`src/rtl/intc_pkg.sv`:
```
// Constants, types and helpers shared by the interrupt accept and NMI logic.
package intc_pkg;
    localparam int NUM_SRC = 8;
    localparam int SRC_W = 3;
    localparam int LVL_W = 3;
    localparam int DATA_W = 32;
    localparam int ADDR_W = 6;
    localparam int SP_W = 16;
    localparam int NUM_EV = 3;

    // Byte addresses of the register map; reading ADDR_VECT is the vector fetch.
    localparam logic [ADDR_W-1:0] ADDR_VECT = 6'h00;
    localparam logic [ADDR_W-1:0] ADDR_PEND = 6'h04;
    localparam logic [ADDR_W-1:0] ADDR_EN = 6'h08;
    localparam logic [ADDR_W-1:0] ADDR_PRIO = 6'h0c;
    localparam logic [ADDR_W-1:0] ADDR_USP = 6'h10;
    localparam logic [ADDR_W-1:0] ADDR_ISP = 6'h14;
    localparam logic [ADDR_W-1:0] ADDR_CLK = 6'h18;
    localparam logic [ADDR_W-1:0] ADDR_PORT8 = 6'h1c;
    localparam logic [ADDR_W-1:0] ADDR_STAT = 6'h20;
    localparam logic [ADDR_W-1:0] ADDR_MASK = 6'h24;

    localparam logic [SP_W-1:0] SP_RESET = 16'h0000;
    localparam logic [NUM_SRC-1:0] EN_RESET = 8'h00;
    localparam logic [NUM_SRC*LVL_W-1:0] PRIO_RESET = 24'h000000;
    localparam logic [NUM_EV-1:0] EV_RESET = 3'h0;

    // Field positions.
    localparam int CLK_STOP_BIT = 0;
    localparam int CLK_WAIT_BIT = 1;
    localparam int PORT8_NMI_BIT = 5;
    localparam int EV_NMI = 0;
    localparam int EV_ACCEPT = 1;
    localparam int EV_WAKE = 2;

    typedef struct packed {
        logic valid;
        logic [LVL_W-1:0] lvl;
        logic [SRC_W-1:0] num;
    } vect_s;

    localparam int VECT_W = 1 + LVL_W + SRC_W;

    typedef enum logic [1:0] {
        PWR_RUN = 2'b00,
        PWR_WAIT = 2'b01,
        PWR_STOP = 2'b10,
        PWR_HALT = 2'b11
    } pwr_e;

    // One-hot mask of a source number, used for the accept and vector-read pending-flag clears.
    function automatic logic [NUM_SRC-1:0] src_onehot(input logic en, input logic [SRC_W-1:0] n);
        logic [NUM_SRC-1:0] m;
        m = '0;
        m[n] = en;
        return m;
    endfunction
endpackage

```
`src/rtl/nmi_sync.sv`:
```
// Two-stage synchroniser and falling-edge detector for the NMI pin.
`timescale 1ns/1ps
`default_nettype none
module nmi_sync (
    input wire logic i_mclk,   // CPU clock
    input wire logic i_reset,  // Synchronous reset, active high
    input wire logic i_nmi_n,  // Raw NMI pin, active low
    output logic o_level,      // Synchronised pin level
    output logic o_fall        // One-cycle pulse per falling edge
);
    logic meta_r, meta_nxt;
    logic sync_r, sync_nxt;
    logic prev_r, prev_nxt;

    // Only sync_r reads meta_r, so a metastable sample never reaches the edge logic.
    always_comb begin
        meta_nxt = i_nmi_n;
        sync_nxt = meta_r;
        prev_nxt = sync_r;
    end

    // Reset to high so an idle pulled-up pin produces no edge after reset.
    always_ff @(posedge i_mclk) begin
        if (i_reset) begin
            meta_r <= 1'b1;
            sync_r <= 1'b1;
            prev_r <= 1'b1;
        end else begin
            meta_r <= meta_nxt;
            sync_r <= sync_nxt;
            prev_r <= prev_nxt;
        end
    end

    assign o_level = sync_r;
    assign o_fall = prev_r & ~sync_r;
endmodule
`default_nettype wire

```
`src/rtl/prio_pick.sv`:
```
// Selects the highest-priority enabled pending source; lowest number wins a tie.
`timescale 1ns/1ps
`default_nettype none
module prio_pick (
    input wire logic [intc_pkg::NUM_SRC-1:0] i_pend,                // Pending flags
    input wire logic [intc_pkg::NUM_SRC-1:0] i_en,                  // Source enables
    input wire logic [intc_pkg::NUM_SRC*intc_pkg::LVL_W-1:0] i_prio, // Levels
    output intc_pkg::vect_s o_best                                  // Winner
);
    always_comb begin
        o_best = '0;
        for (int i = intc_pkg::NUM_SRC - 1; i >= 0; i--) begin
            if (i_pend[i] && i_en[i] &&
                (!o_best.valid || i_prio[i*intc_pkg::LVL_W +: intc_pkg::LVL_W] >= o_best.lvl)) begin
                o_best.valid = 1'b1;
                o_best.lvl = i_prio[i*intc_pkg::LVL_W +: intc_pkg::LVL_W];
                o_best.num = intc_pkg::SRC_W'(i);
            end
        end
    end
endmodule
`default_nettype wire

```
`src/rtl/intc_accept_nmi.sv`:
```
// Interrupt acceptance, stack pointer reset, power-mode control and NMI handling.
// Function
// - On acceptance, return number and level from the vector fetch and clear its flag.
// - A software read of the vector fetch clears the winning enabled pending flag.
// - Reset clears both user and interrupt stack pointers to zero.
// - All interrupts, NMI included, stay blocked until the first instruction completes.
// - Nothing in software can mask or disable the NMI request.
// - The NMI pin level is readable in a port data bit.
// - While NMI is low the all-clock-stop bit is forced to zero.
// - NMI going low in wait mode halts the CPU until a later interrupt.
// - Writing one to the all-clock-stop bit enters stop mode; prefetch may still run.
//
// Local design decisions: register access over Avalon-MM and the register offsets.
`timescale 1ns/1ps
`default_nettype none
module intc_accept_nmi (
    input wire logic i_mclk,                                   // CPU clock, 40 MHz
    input wire logic i_reset,                                  // Synchronous reset, active high
    input wire logic [intc_pkg::ADDR_W-1:0] i_address,         // Avalon byte address
    input wire logic i_read,                                   // Avalon read
    input wire logic i_write,                                  // Avalon write
    input wire logic [intc_pkg::DATA_W-1:0] i_writedata,       // Avalon write data
    output logic [intc_pkg::DATA_W-1:0] o_readdata,            // Avalon read data
    output logic o_waitrequest,                                // Avalon wait request
    input wire logic [intc_pkg::NUM_SRC-1:0] i_src_req,        // Maskable request pulses
    input wire logic i_nmi_n,                                  // NMI pin, active low
    input wire logic i_instr_done,                             // Pulse per retired instruction
    input wire logic i_cpu_iflag,                              // CPU interrupt enable flag
    input wire logic [intc_pkg::LVL_W-1:0] i_cpu_ipl,          // CPU priority level
    input wire logic i_int_ack,                                // CPU accepts maskable request
    input wire logic i_nmi_ack,                                // CPU accepts NMI
    output logic o_int_req,                                    // Maskable request to CPU
    output intc_pkg::vect_s o_int_vect,                        // Fetched number and level
    output logic o_nmi_req,                                    // NMI request to CPU
    output logic [intc_pkg::SP_W-1:0] o_usp,                   // User stack pointer
    output logic [intc_pkg::SP_W-1:0] o_isp,                   // Interrupt stack pointer
    output intc_pkg::pwr_e o_pwr_state,                        // Power mode
    output logic o_irq                                         // Status interrupt, active high
);
    logic nmi_level;
    logic nmi_fall;
    intc_pkg::vect_s best;

    nmi_sync u_nmi_sync (
        .i_mclk(i_mclk),
        .i_reset(i_reset),
        .i_nmi_n(i_nmi_n),
        .o_level(nmi_level),
        .o_fall(nmi_fall)
    );

    // Bus slave state.
    logic wait_r, wait_nxt;
    logic [intc_pkg::DATA_W-1:0] rdata_r, rdata_nxt;
    intc_pkg::vect_s rd_vect_r, rd_vect_nxt;
    logic req;
    logic done;
    logic wr_done;

    // Interrupt controller state.
    logic [intc_pkg::NUM_SRC-1:0] pend_r, pend_nxt;
    logic [intc_pkg::NUM_SRC-1:0] en_r, en_nxt;
    logic [intc_pkg::NUM_SRC*intc_pkg::LVL_W-1:0] prio_r, prio_nxt;
    logic [intc_pkg::SP_W-1:0] usp_r, usp_nxt;
    logic [intc_pkg::SP_W-1:0] isp_r, isp_nxt;
    logic armed_r, armed_nxt;
    logic nmi_pend_r, nmi_pend_nxt;
    logic int_req_r, int_req_nxt;
    logic nmi_req_r, nmi_req_nxt;
    intc_pkg::vect_s vect_r, vect_nxt;
    intc_pkg::pwr_e pwr_r, pwr_nxt;
    logic [intc_pkg::NUM_EV-1:0] stat_r, stat_nxt;
    logic [intc_pkg::NUM_EV-1:0] mask_r, mask_nxt;
    logic irq_r, irq_nxt;
    logic [intc_pkg::NUM_EV-1:0] ev;
    logic [intc_pkg::NUM_SRC-1:0] clr;
    logic new_int;

    prio_pick u_prio_pick (
        .i_pend(pend_r),
        .i_en(en_r),
        .i_prio(prio_r),
        .o_best(best)
    );

    assign req = i_read | i_write;
    assign done = req & ~wait_r;
    assign wr_done = i_write & ~wait_r;

    // One wait state per access: data is prepared, then presented with waitrequest low.
    always_comb begin
        wait_nxt = ~(req & wait_r);
        rdata_nxt = rdata_r;
        rd_vect_nxt = rd_vect_r;
        if (req && wait_r) begin
            rdata_nxt = '0;
            rd_vect_nxt = '0;
            unique case (i_address)
                intc_pkg::ADDR_VECT: begin
                    rdata_nxt[intc_pkg::VECT_W-1:0] = best;
                    rd_vect_nxt = best;
                end
                intc_pkg::ADDR_PEND: rdata_nxt[intc_pkg::NUM_SRC-1:0] = pend_r;
                intc_pkg::ADDR_EN: rdata_nxt[intc_pkg::NUM_SRC-1:0] = en_r;
                intc_pkg::ADDR_PRIO: rdata_nxt[intc_pkg::NUM_SRC*intc_pkg::LVL_W-1:0] = prio_r;
                intc_pkg::ADDR_USP: rdata_nxt[intc_pkg::SP_W-1:0] = usp_r;
                intc_pkg::ADDR_ISP: rdata_nxt[intc_pkg::SP_W-1:0] = isp_r;
                intc_pkg::ADDR_CLK: begin
                    rdata_nxt[intc_pkg::CLK_STOP_BIT] = (pwr_r == intc_pkg::PWR_STOP);
                    rdata_nxt[intc_pkg::CLK_WAIT_BIT] = (pwr_r == intc_pkg::PWR_WAIT) ||
                                                        (pwr_r == intc_pkg::PWR_HALT);
                end
                intc_pkg::ADDR_PORT8: rdata_nxt[intc_pkg::PORT8_NMI_BIT] = nmi_level;
                intc_pkg::ADDR_STAT: rdata_nxt[intc_pkg::NUM_EV-1:0] = stat_r;
                intc_pkg::ADDR_MASK: rdata_nxt[intc_pkg::NUM_EV-1:0] = mask_r;
                default: rdata_nxt = '0;
            endcase
            if (!i_read) begin
                rdata_nxt = '0;
                rd_vect_nxt = '0;
            end
        end
    end

    // Pending flags, vector latch and CPU requests.
    always_comb begin
        clr = intc_pkg::src_onehot(i_int_ack & best.valid, best.num);
        if (done && i_read && i_address == intc_pkg::ADDR_VECT) begin
            clr = clr | intc_pkg::src_onehot(rd_vect_r.valid, rd_vect_r.num);
        end
        if (wr_done && i_address == intc_pkg::ADDR_PEND) begin
            clr = clr | i_writedata[intc_pkg::NUM_SRC-1:0];
        end
        // A request arriving in the clearing cycle survives.
        pend_nxt = (pend_r & ~clr) | i_src_req;
        vect_nxt = vect_r;
        if (i_int_ack) begin
            vect_nxt = best;
        end
        armed_nxt = armed_r | i_instr_done;
        // No enable or mask term touches the NMI path.
        nmi_pend_nxt = (nmi_pend_r & ~i_nmi_ack) | nmi_fall;
        nmi_req_nxt = nmi_pend_nxt & armed_nxt;
        int_req_nxt = armed_nxt && i_cpu_iflag && best.valid &&
                      (best.lvl > i_cpu_ipl) && !i_int_ack && !clr[best.num];
    end

    // Enables, levels and stack pointers change only through bus writes.
    always_comb begin
        en_nxt = en_r;
        prio_nxt = prio_r;
        usp_nxt = usp_r;
        isp_nxt = isp_r;
        if (wr_done) begin
            unique case (i_address)
                intc_pkg::ADDR_EN: en_nxt = i_writedata[intc_pkg::NUM_SRC-1:0];
                intc_pkg::ADDR_PRIO: prio_nxt = i_writedata[intc_pkg::NUM_SRC*intc_pkg::LVL_W-1:0];
                // Software must load these before enabling interrupts.
                intc_pkg::ADDR_USP: usp_nxt = i_writedata[intc_pkg::SP_W-1:0];
                intc_pkg::ADDR_ISP: isp_nxt = i_writedata[intc_pkg::SP_W-1:0];
                default: ;
            endcase
        end
    end

    // Power modes: stop, wait and the NMI-induced halt.
    always_comb begin
        new_int = nmi_fall | (|(i_src_req & en_r));
        pwr_nxt = pwr_r;
        unique case (pwr_r)
            intc_pkg::PWR_RUN: begin
                if (wr_done && i_address == intc_pkg::ADDR_CLK) begin
                    // The stop bit reads as zero while NMI is low, so the write is dropped.
                    if (i_writedata[intc_pkg::CLK_STOP_BIT] && nmi_level) begin
                        // Stop takes effect here; already prefetched code may still retire.
                        pwr_nxt = intc_pkg::PWR_STOP;
                    end else if (i_writedata[intc_pkg::CLK_WAIT_BIT]) begin
                        pwr_nxt = intc_pkg::PWR_WAIT;
                    end
                end
            end
            intc_pkg::PWR_STOP: begin
                if (!nmi_level) begin
                    pwr_nxt = intc_pkg::PWR_RUN;
                end else if (new_int) begin
                    pwr_nxt = intc_pkg::PWR_RUN;
                end
            end
            intc_pkg::PWR_WAIT: begin
                if (nmi_fall) begin
                    pwr_nxt = intc_pkg::PWR_HALT;
                end else if (new_int) begin
                    pwr_nxt = intc_pkg::PWR_RUN;
                end
            end
            intc_pkg::PWR_HALT: begin
                // The clock keeps running here, so the halt saves no power.
                if (new_int) begin
                    pwr_nxt = intc_pkg::PWR_RUN;
                end
            end
        endcase
    end

    // Status, mask and the combined interrupt line; a new event beats a clear.
    always_comb begin
        ev = '0;
        ev[intc_pkg::EV_NMI] = nmi_fall;
        ev[intc_pkg::EV_ACCEPT] = i_int_ack;
        ev[intc_pkg::EV_WAKE] = (pwr_r != intc_pkg::PWR_RUN) && (pwr_nxt == intc_pkg::PWR_RUN);
        stat_nxt = stat_r;
        mask_nxt = mask_r;
        if (wr_done && i_address == intc_pkg::ADDR_STAT) begin
            stat_nxt = stat_r & ~i_writedata[intc_pkg::NUM_EV-1:0];
        end
        if (wr_done && i_address == intc_pkg::ADDR_MASK) begin
            mask_nxt = i_writedata[intc_pkg::NUM_EV-1:0];
        end
        stat_nxt = stat_nxt | ev;
        irq_nxt = |(stat_nxt & mask_nxt);
    end

    // Bus slave registers; waitrequest idles high so a new request always waits once.
    always_ff @(posedge i_mclk) begin
        if (i_reset) begin
            wait_r <= 1'b1;
            rdata_r <= '0;
            rd_vect_r <= '0;
        end else begin
            wait_r <= wait_nxt;
            rdata_r <= rdata_nxt;
            rd_vect_r <= rd_vect_nxt;
        end
    end

    // Configuration registers.
    always_ff @(posedge i_mclk) begin
        if (i_reset) begin
            en_r <= intc_pkg::EN_RESET;
            prio_r <= intc_pkg::PRIO_RESET;
            usp_r <= intc_pkg::SP_RESET;
            isp_r <= intc_pkg::SP_RESET;
        end else begin
            en_r <= en_nxt;
            prio_r <= prio_nxt;
            usp_r <= usp_nxt;
            isp_r <= isp_nxt;
        end
    end

    // Request state.
    always_ff @(posedge i_mclk) begin
        if (i_reset) begin
            pend_r <= '0;
            armed_r <= 1'b0;
            nmi_pend_r <= 1'b0;
            int_req_r <= 1'b0;
            nmi_req_r <= 1'b0;
            vect_r <= '0;
        end else begin
            pend_r <= pend_nxt;
            armed_r <= armed_nxt;
            nmi_pend_r <= nmi_pend_nxt;
            int_req_r <= int_req_nxt;
            nmi_req_r <= nmi_req_nxt;
            vect_r <= vect_nxt;
        end
    end

    // Power mode.
    always_ff @(posedge i_mclk) begin
        if (i_reset) begin
            pwr_r <= intc_pkg::PWR_RUN;
        end else begin
            pwr_r <= pwr_nxt;
        end
    end

    // Status, mask and interrupt line.
    always_ff @(posedge i_mclk) begin
        if (i_reset) begin
            stat_r <= intc_pkg::EV_RESET;
            mask_r <= intc_pkg::EV_RESET;
            irq_r <= 1'b0;
        end else begin
            stat_r <= stat_nxt;
            mask_r <= mask_nxt;
            irq_r <= irq_nxt;
        end
    end

    assign o_readdata = rdata_r;
    assign o_waitrequest = wait_r;
    assign o_int_req = int_req_r;
    assign o_int_vect = vect_r;
    assign o_nmi_req = nmi_req_r;
    assign o_usp = usp_r;
    assign o_isp = isp_r;
    assign o_pwr_state = pwr_r;
    assign o_irq = irq_r;
endmodule
`default_nettype wire

```
`config.mk`:
```
export PLATFORM = sky130hd
export DESIGN_NAME = intc_accept_nmi
export DESIGN_NICKNAME = d
export VERILOG_FILES = /design/src/rtl/intc_pkg.sv /design/src/rtl/nmi_sync.sv /design/src/rtl/prio_pick.sv /design/src/rtl/intc_accept_nmi.sv
export SDC_FILE = /design/constraint.sdc
export NUM_CORES = 1
export LEC_CHECK = 0
export ABC_AREA = 1
export BUFFER_PORTS_ARGS = -buffer_cell sky130_fd_sc_hd__buf_4
export CAP_MARGIN = 10
export CORE_MARGIN = 2
export CORE_UTILIZATION = 50
export CTS_CLUSTER_DIAMETER = 50
export DETAILED_ROUTE_END_ITERATION = 6
export PLACE_DENSITY = 0.74
export SLEW_MARGIN = 20
export SYNTH_ARGS = -nofsm -noshare
export SYNTH_HDL_FRONTEND = slang
export SYNTH_HIERARCHICAL = 1
export SYNTH_SLANG_ARGS = --single-unit
```
`constraint.sdc`:
```
create_clock -name i_mclk -period 11.19 [get_ports i_mclk]
set_input_delay 0.5595 -clock i_mclk [delete_from_list [all_inputs] [get_ports i_mclk]]
set_output_delay 0.5595 -clock i_mclk [all_outputs]
set_load 0.01 [all_outputs]
```
* After elaboration in Yosys (flattened, before gate mapping)
Cells that the tools add are included.
Operators by class: reductions and logical operators 58, bitwise gates (word level) 27, magnitude comparators 12, equality and inequality tests 12, muxes and demuxes 36
Operator list (count):
- 7-bit 2-to-1 mux | 10
- 8-bit bitwise AND | 4
- 1-bit logical AND | 31
- 6-bit by 5-bit equality test with 1-bit output, second input constant | 4
- 24-bit 2-to-1 mux | 1
- 8-bit 2-to-1 mux | 3
- 8-bit bitwise OR | 3
- 8-bit case mux with 3 select lines | 1
- 3-bit greater-or-equal comparator | 7
- 2-bit case mux with 9 select lines | 1
- 6-bit by 4-bit equality test with 1-bit output, second input constant | 2
- 6-bit equality test, second input constant | 2
- 2-bit 2-to-1 mux | 6
- 2-bit case mux with 6 select lines | 1
- 1-bit zero test | 9
- 1-bit logical OR | 8
- 3-bit by 4-bit < comparator with 1-bit output, second input constant | 2
- 8-bit inverter | 1
- 1-bit case mux with 8 select lines | 1
- 2-bit case mux with 4 select lines | 1
- 2-bit AND reduction | 4
- 8-bit OR reduction | 1
- 1-bit bitwise AND | 7
- 1-bit case mux with 7 select lines | 1
- other kinds (20) | 34
Word-level totals: register bits 132, input port bits 58

* Depth between registers and ports, before layout
depth in word-level cells 43, depth in mapped cells 72, depth with buffers taken out 72

* Cells and area by module
Netlist, hierarchy kept.
Modules (own cells, without submodules):
- intc_accept_nmi | area an instance 5519.0 um^2, times used 1, cells an instance 771, sequential area each 2422.3 um^2
- prio_pick | area an instance 1092.3 um^2, times used 1, cells an instance 192, sequential area each 0.0 um^2
- nmi_sync | area an instance 93.8 um^2, times used 1, cells an instance 12, sequential area each 60.1 um^2

* Worst setup path before layout
Ideal clock, no wire load.
kind register to register, from register en_r[7] (netlist bit), to register int_req_r, in the netlist o_int_req, path buffers 1, setup slack 3421 ps, data required time 11080 ps, arrival 7659 ps, period minus slack after synthesis 7769 ps, stages on the path, launching flop included 68, cells stage by stage dfxtp_1 > nand2_2 > inv_1 > nand2_1 > ha_1 > nand2_1 > nand2_1 > nor2_1 > nand2_1 > nand2_1 > nand2_1 > nand2_1 > inv_1 > ha_1 > nand2_1 > nand2_1 > nor2_1 > nand3_2 > [... 32 more ...] > nand3_1 > and2_1 > ha_1 > o21ai_0 > nand2_1 > a21oi_1 > o21ai_0 > nand2_1 > inv_1 > a21oi_1 > clkbuf_1 > nand2_1 > nor2_1 > nand2_1 > nand4_1 > nand3_1 > nand3_1 > nor2_1
RTL lines:
- start, declared | RTL line intc_accept_nmi.sv:62 | logic [intc_pkg::NUM_SRC-1:0] en_r, en_nxt;
- start signal, assigned | RTL line intc_accept_nmi.sv:239 | en_r <= intc_pkg::EN_RESET;
- start signal, assigned | RTL line intc_accept_nmi.sv:244 | en_r <= en_nxt;
- end signal, assigned | RTL line intc_accept_nmi.sv:264 | int_req_r <= int_req_nxt;
- end, declared | RTL line intc_accept_nmi.sv:68 | logic int_req_r, int_req_nxt;

==> flow_summary.toml <==
[sta]
fin_crit_ns = 9.27
tightest_slew_ns = 0.959
tns_ns = 0
finalHoldViolCount = 0
setup_violations = 0
report.final.slew_viol_count = 0
timing.fmax_mhz = 108
clock_skew_ns = 0.00876
holdWs_ns = 0.320
rsz0062_at_grt = "no"
worst_slack_ns = 1.92
relSlewSlack_pct = 35.8
min_period_over_period_pct = 82.9

[layout]
num-nets-final = 1166
antenna_cells = 0
syn_to_final_growth_pct = 23.4
fill_cells = 1223
final_core_util_pct = 62.7
drive_gt1_share_pct = 18.8

[clock_tree]
clockRootBuffer = "clkbuf_16"
clock_latency_ns = 0.42
cts_hold_buf = 0
cts_tree = "done"
clkSinkCount = 124
cts_setup_buffers = 0
clk_pin_slew_ns = 0.06
h-tree-depth = 4
cts_buffers = 17
max-clock-path-buffers = 2
cts-resized-gates = 0

[logic_synthesis]
async_reset_ff_share_pct = 0
ys_warn_count = 6
synth.most_common_cell = "nand2_1"
yosysSeqAreaShare_pct = 37.0
syn_area_um2 = 6710
synth_top_area_share_pct = 37.0
ys_top_cells_by_count = "222 x nand2_1, 124 x dfxtp_1, 107 x inv_1"
synth_top_cell_by_area = "dfxtp_1"
ys_seq_elements = 124
synth.top_cells.by_area = "dfxtp_1 37%, nand2_1 12%, a21oi_1 6.7%"
syn_area_per_cell_um2 = 6.88
ys_types = 40
synth_edf_count = 0
postSynthCellCount = 975
synth_flop_cell = "dfxtp_1"

[global_routing]
grt_start_max_net_pins = 73
grt_antenna_before_repair = 0
grt_util_all_layers_pct = 27.7
grt_pass1_wl_mm = 31.2
grt_pass1_vias = 6115
grt-ovfl-total = 0

[worst_setup_path]
path_class = "reg2reg"
r2r_cells = 66
r2r_slack_ns = 1.92
worstPathMaxFanout = 9
critPathLaunch = "en_r[7]$_SDFFE_PP0P_"
startpoint_type = "flip-flop"
endpoint_kind = "flip-flop"
worstPathRequired_ns = 11.50
crit_top_cell = "nand2_1"
critPathSlowestCell = "a31oi_1"
cp.arrival_ns = 9.59
crit_path_end = "o_int_req$_SDFF_PP0_"
r2r_start = "en_r[7]$_SDFFE_PP0P_"
cpPeakStageDelay_ns = 0.71
r2r_end = "o_int_req$_SDFF_PP0_"

[place]
place_hpwl_mm = 14.2
place_worst_setup_slack_ns = 2.04
gp_congestion = 0.943
portBuffers = 118

[route]
drc = 0
ant_nets = 0
via_per_inst = 5.35
num_vias = 6799
dr.pass1.iters = 5
initialDrtViolationCount = 586
routed_wl_mm = 19.6
wl_per_cell_um = 15.4

[floorplan]
die_x_um = 120
coreArea_um2 = 13200
ios = 135
fp.dieH_um = 120
start_util_pct = 50.8
rows = 42
dieArea_um2 = 14400

[run]
maxCapViolations = 0

[hold_path]
hold_path_class = "in2reg"

[power_and_ir_drop]
power_density_nw_per_um2 = 135
leakage_nw = 3.90
peakVddDrop_mv = 0.142

[status]
status = "finished, final reports clean"
-- placed cells by master, fill, tap and decap left out, drive strengths merged, types with 5 or more instances in the layout --
cell	count
nor2	121
dfxtp	124
conb	8
ha	24
a22oi	10
buf	120
nand3	70
clkbuf	21
o21ai	85
nand4	22
and2	7
o221ai	5
nand2	234
a21oi	93
inv	122
-- routing by layer --
metal	track usage, %	wire [um]	vias up
met3	5.99	1160	22
li1	-	-	3393
met2	46.6	9550	264
met1	35.6	8490	3120
met4	8.16	371	0
met5	0	0	-
-- where the power goes --
part,switching (mW),total (mW),internal [mW]
Combinational,0.0431,0.0665,0.0234
Sequential,0.00538,0.453,0.448
Clock,0.200,0.595,0.395
-- cells by family (layout without fill, tap and decap cells) --
group | count (synthesis) | count (layout) | synth area share (%)
DFF | 124 | 124 | 37.0
buffers and inverters | 159 | 273 | 10.2
AOI/OAI and AO/OA | 205 | 205 | 16.8
other | 1 | 8 | 0.0559
and+or+nand+nor | 462 | 462 | 31.4
adders and majority gates | 24 | 24 | 4.48
-- state kept, by name (all words and copies together), names as in the netlist, 2 cells and up --
signal and cells:
mask_r 3, stat_r 3, o_usp 16, en_r 8
o_readdata 24, pend_r 8, rd_vect_r 4, o_int_vect 7
prio_r 24, o_isp 16, o_pwr_state 2
-- cell type report --
class	count	area, um^2	area share [%]
Multi-Input combinational cell	699	3570	43.1
Sequential cell	124	2480	30.0
Timing Repair Buffer	120	901	10.9
Clock buffer	21	480	5.81
Inverter	122	460	5.57
Tap cell	176	220	2.66
Clock inverter	10	163	1.97
-- stage by stage --
| stage | instances | power (mW) | area [um^2] |
|---|---|---|---|
| finish | 1272 | 1.11 | 8270 |
| global route | 1272 | 1.15 | 8270 |
| CTS | 1272 | 1.12 | 8270 |
| detailed placement | 1241 | 0.528 | 7630 |
| global placement | 1241 | 0.528 | 7630 |
| floorplan | 982 | 0.498 | 6730 |
-- worst min-delay path by stage --
stage,endpoint,slack [ns],cells past startpoint,from
after floorplan,u_nmi_sync/o_level$_SDFF_PP1_,0.38,2,u_nmi_sync/meta_r$_SDFF_PP1_
after global placement,u_nmi_sync/o_level$_SDFF_PP1_,0.38,2,u_nmi_sync/meta_r$_SDFF_PP1_
after detailed placement,u_nmi_sync/o_level$_SDFF_PP1_,0.39,2,u_nmi_sync/meta_r$_SDFF_PP1_
after CTS,u_nmi_sync/meta_r$_SDFF_PP1_,0.31,3,i_nmi_n
after global routing,u_nmi_sync/meta_r$_SDFF_PP1_,0.31,3,i_nmi_n
final,u_nmi_sync/meta_r$_SDFF_PP1_,0.32,3,i_nmi_n
-- worst max-delay path: cells and delay by family (launching register included) --
family | cells | cell delay, ns
adder cells (fa/ha/maj) | 7 | 1.88
buffers and inverters | 6 | 0.47
AO/OA/AOI/OAI | 12 | 2.22
flip-flops | 1 | 0.41
AND/OR/NAND/NOR | 41 | 4.16
Power figures use the tool's default switching activity.
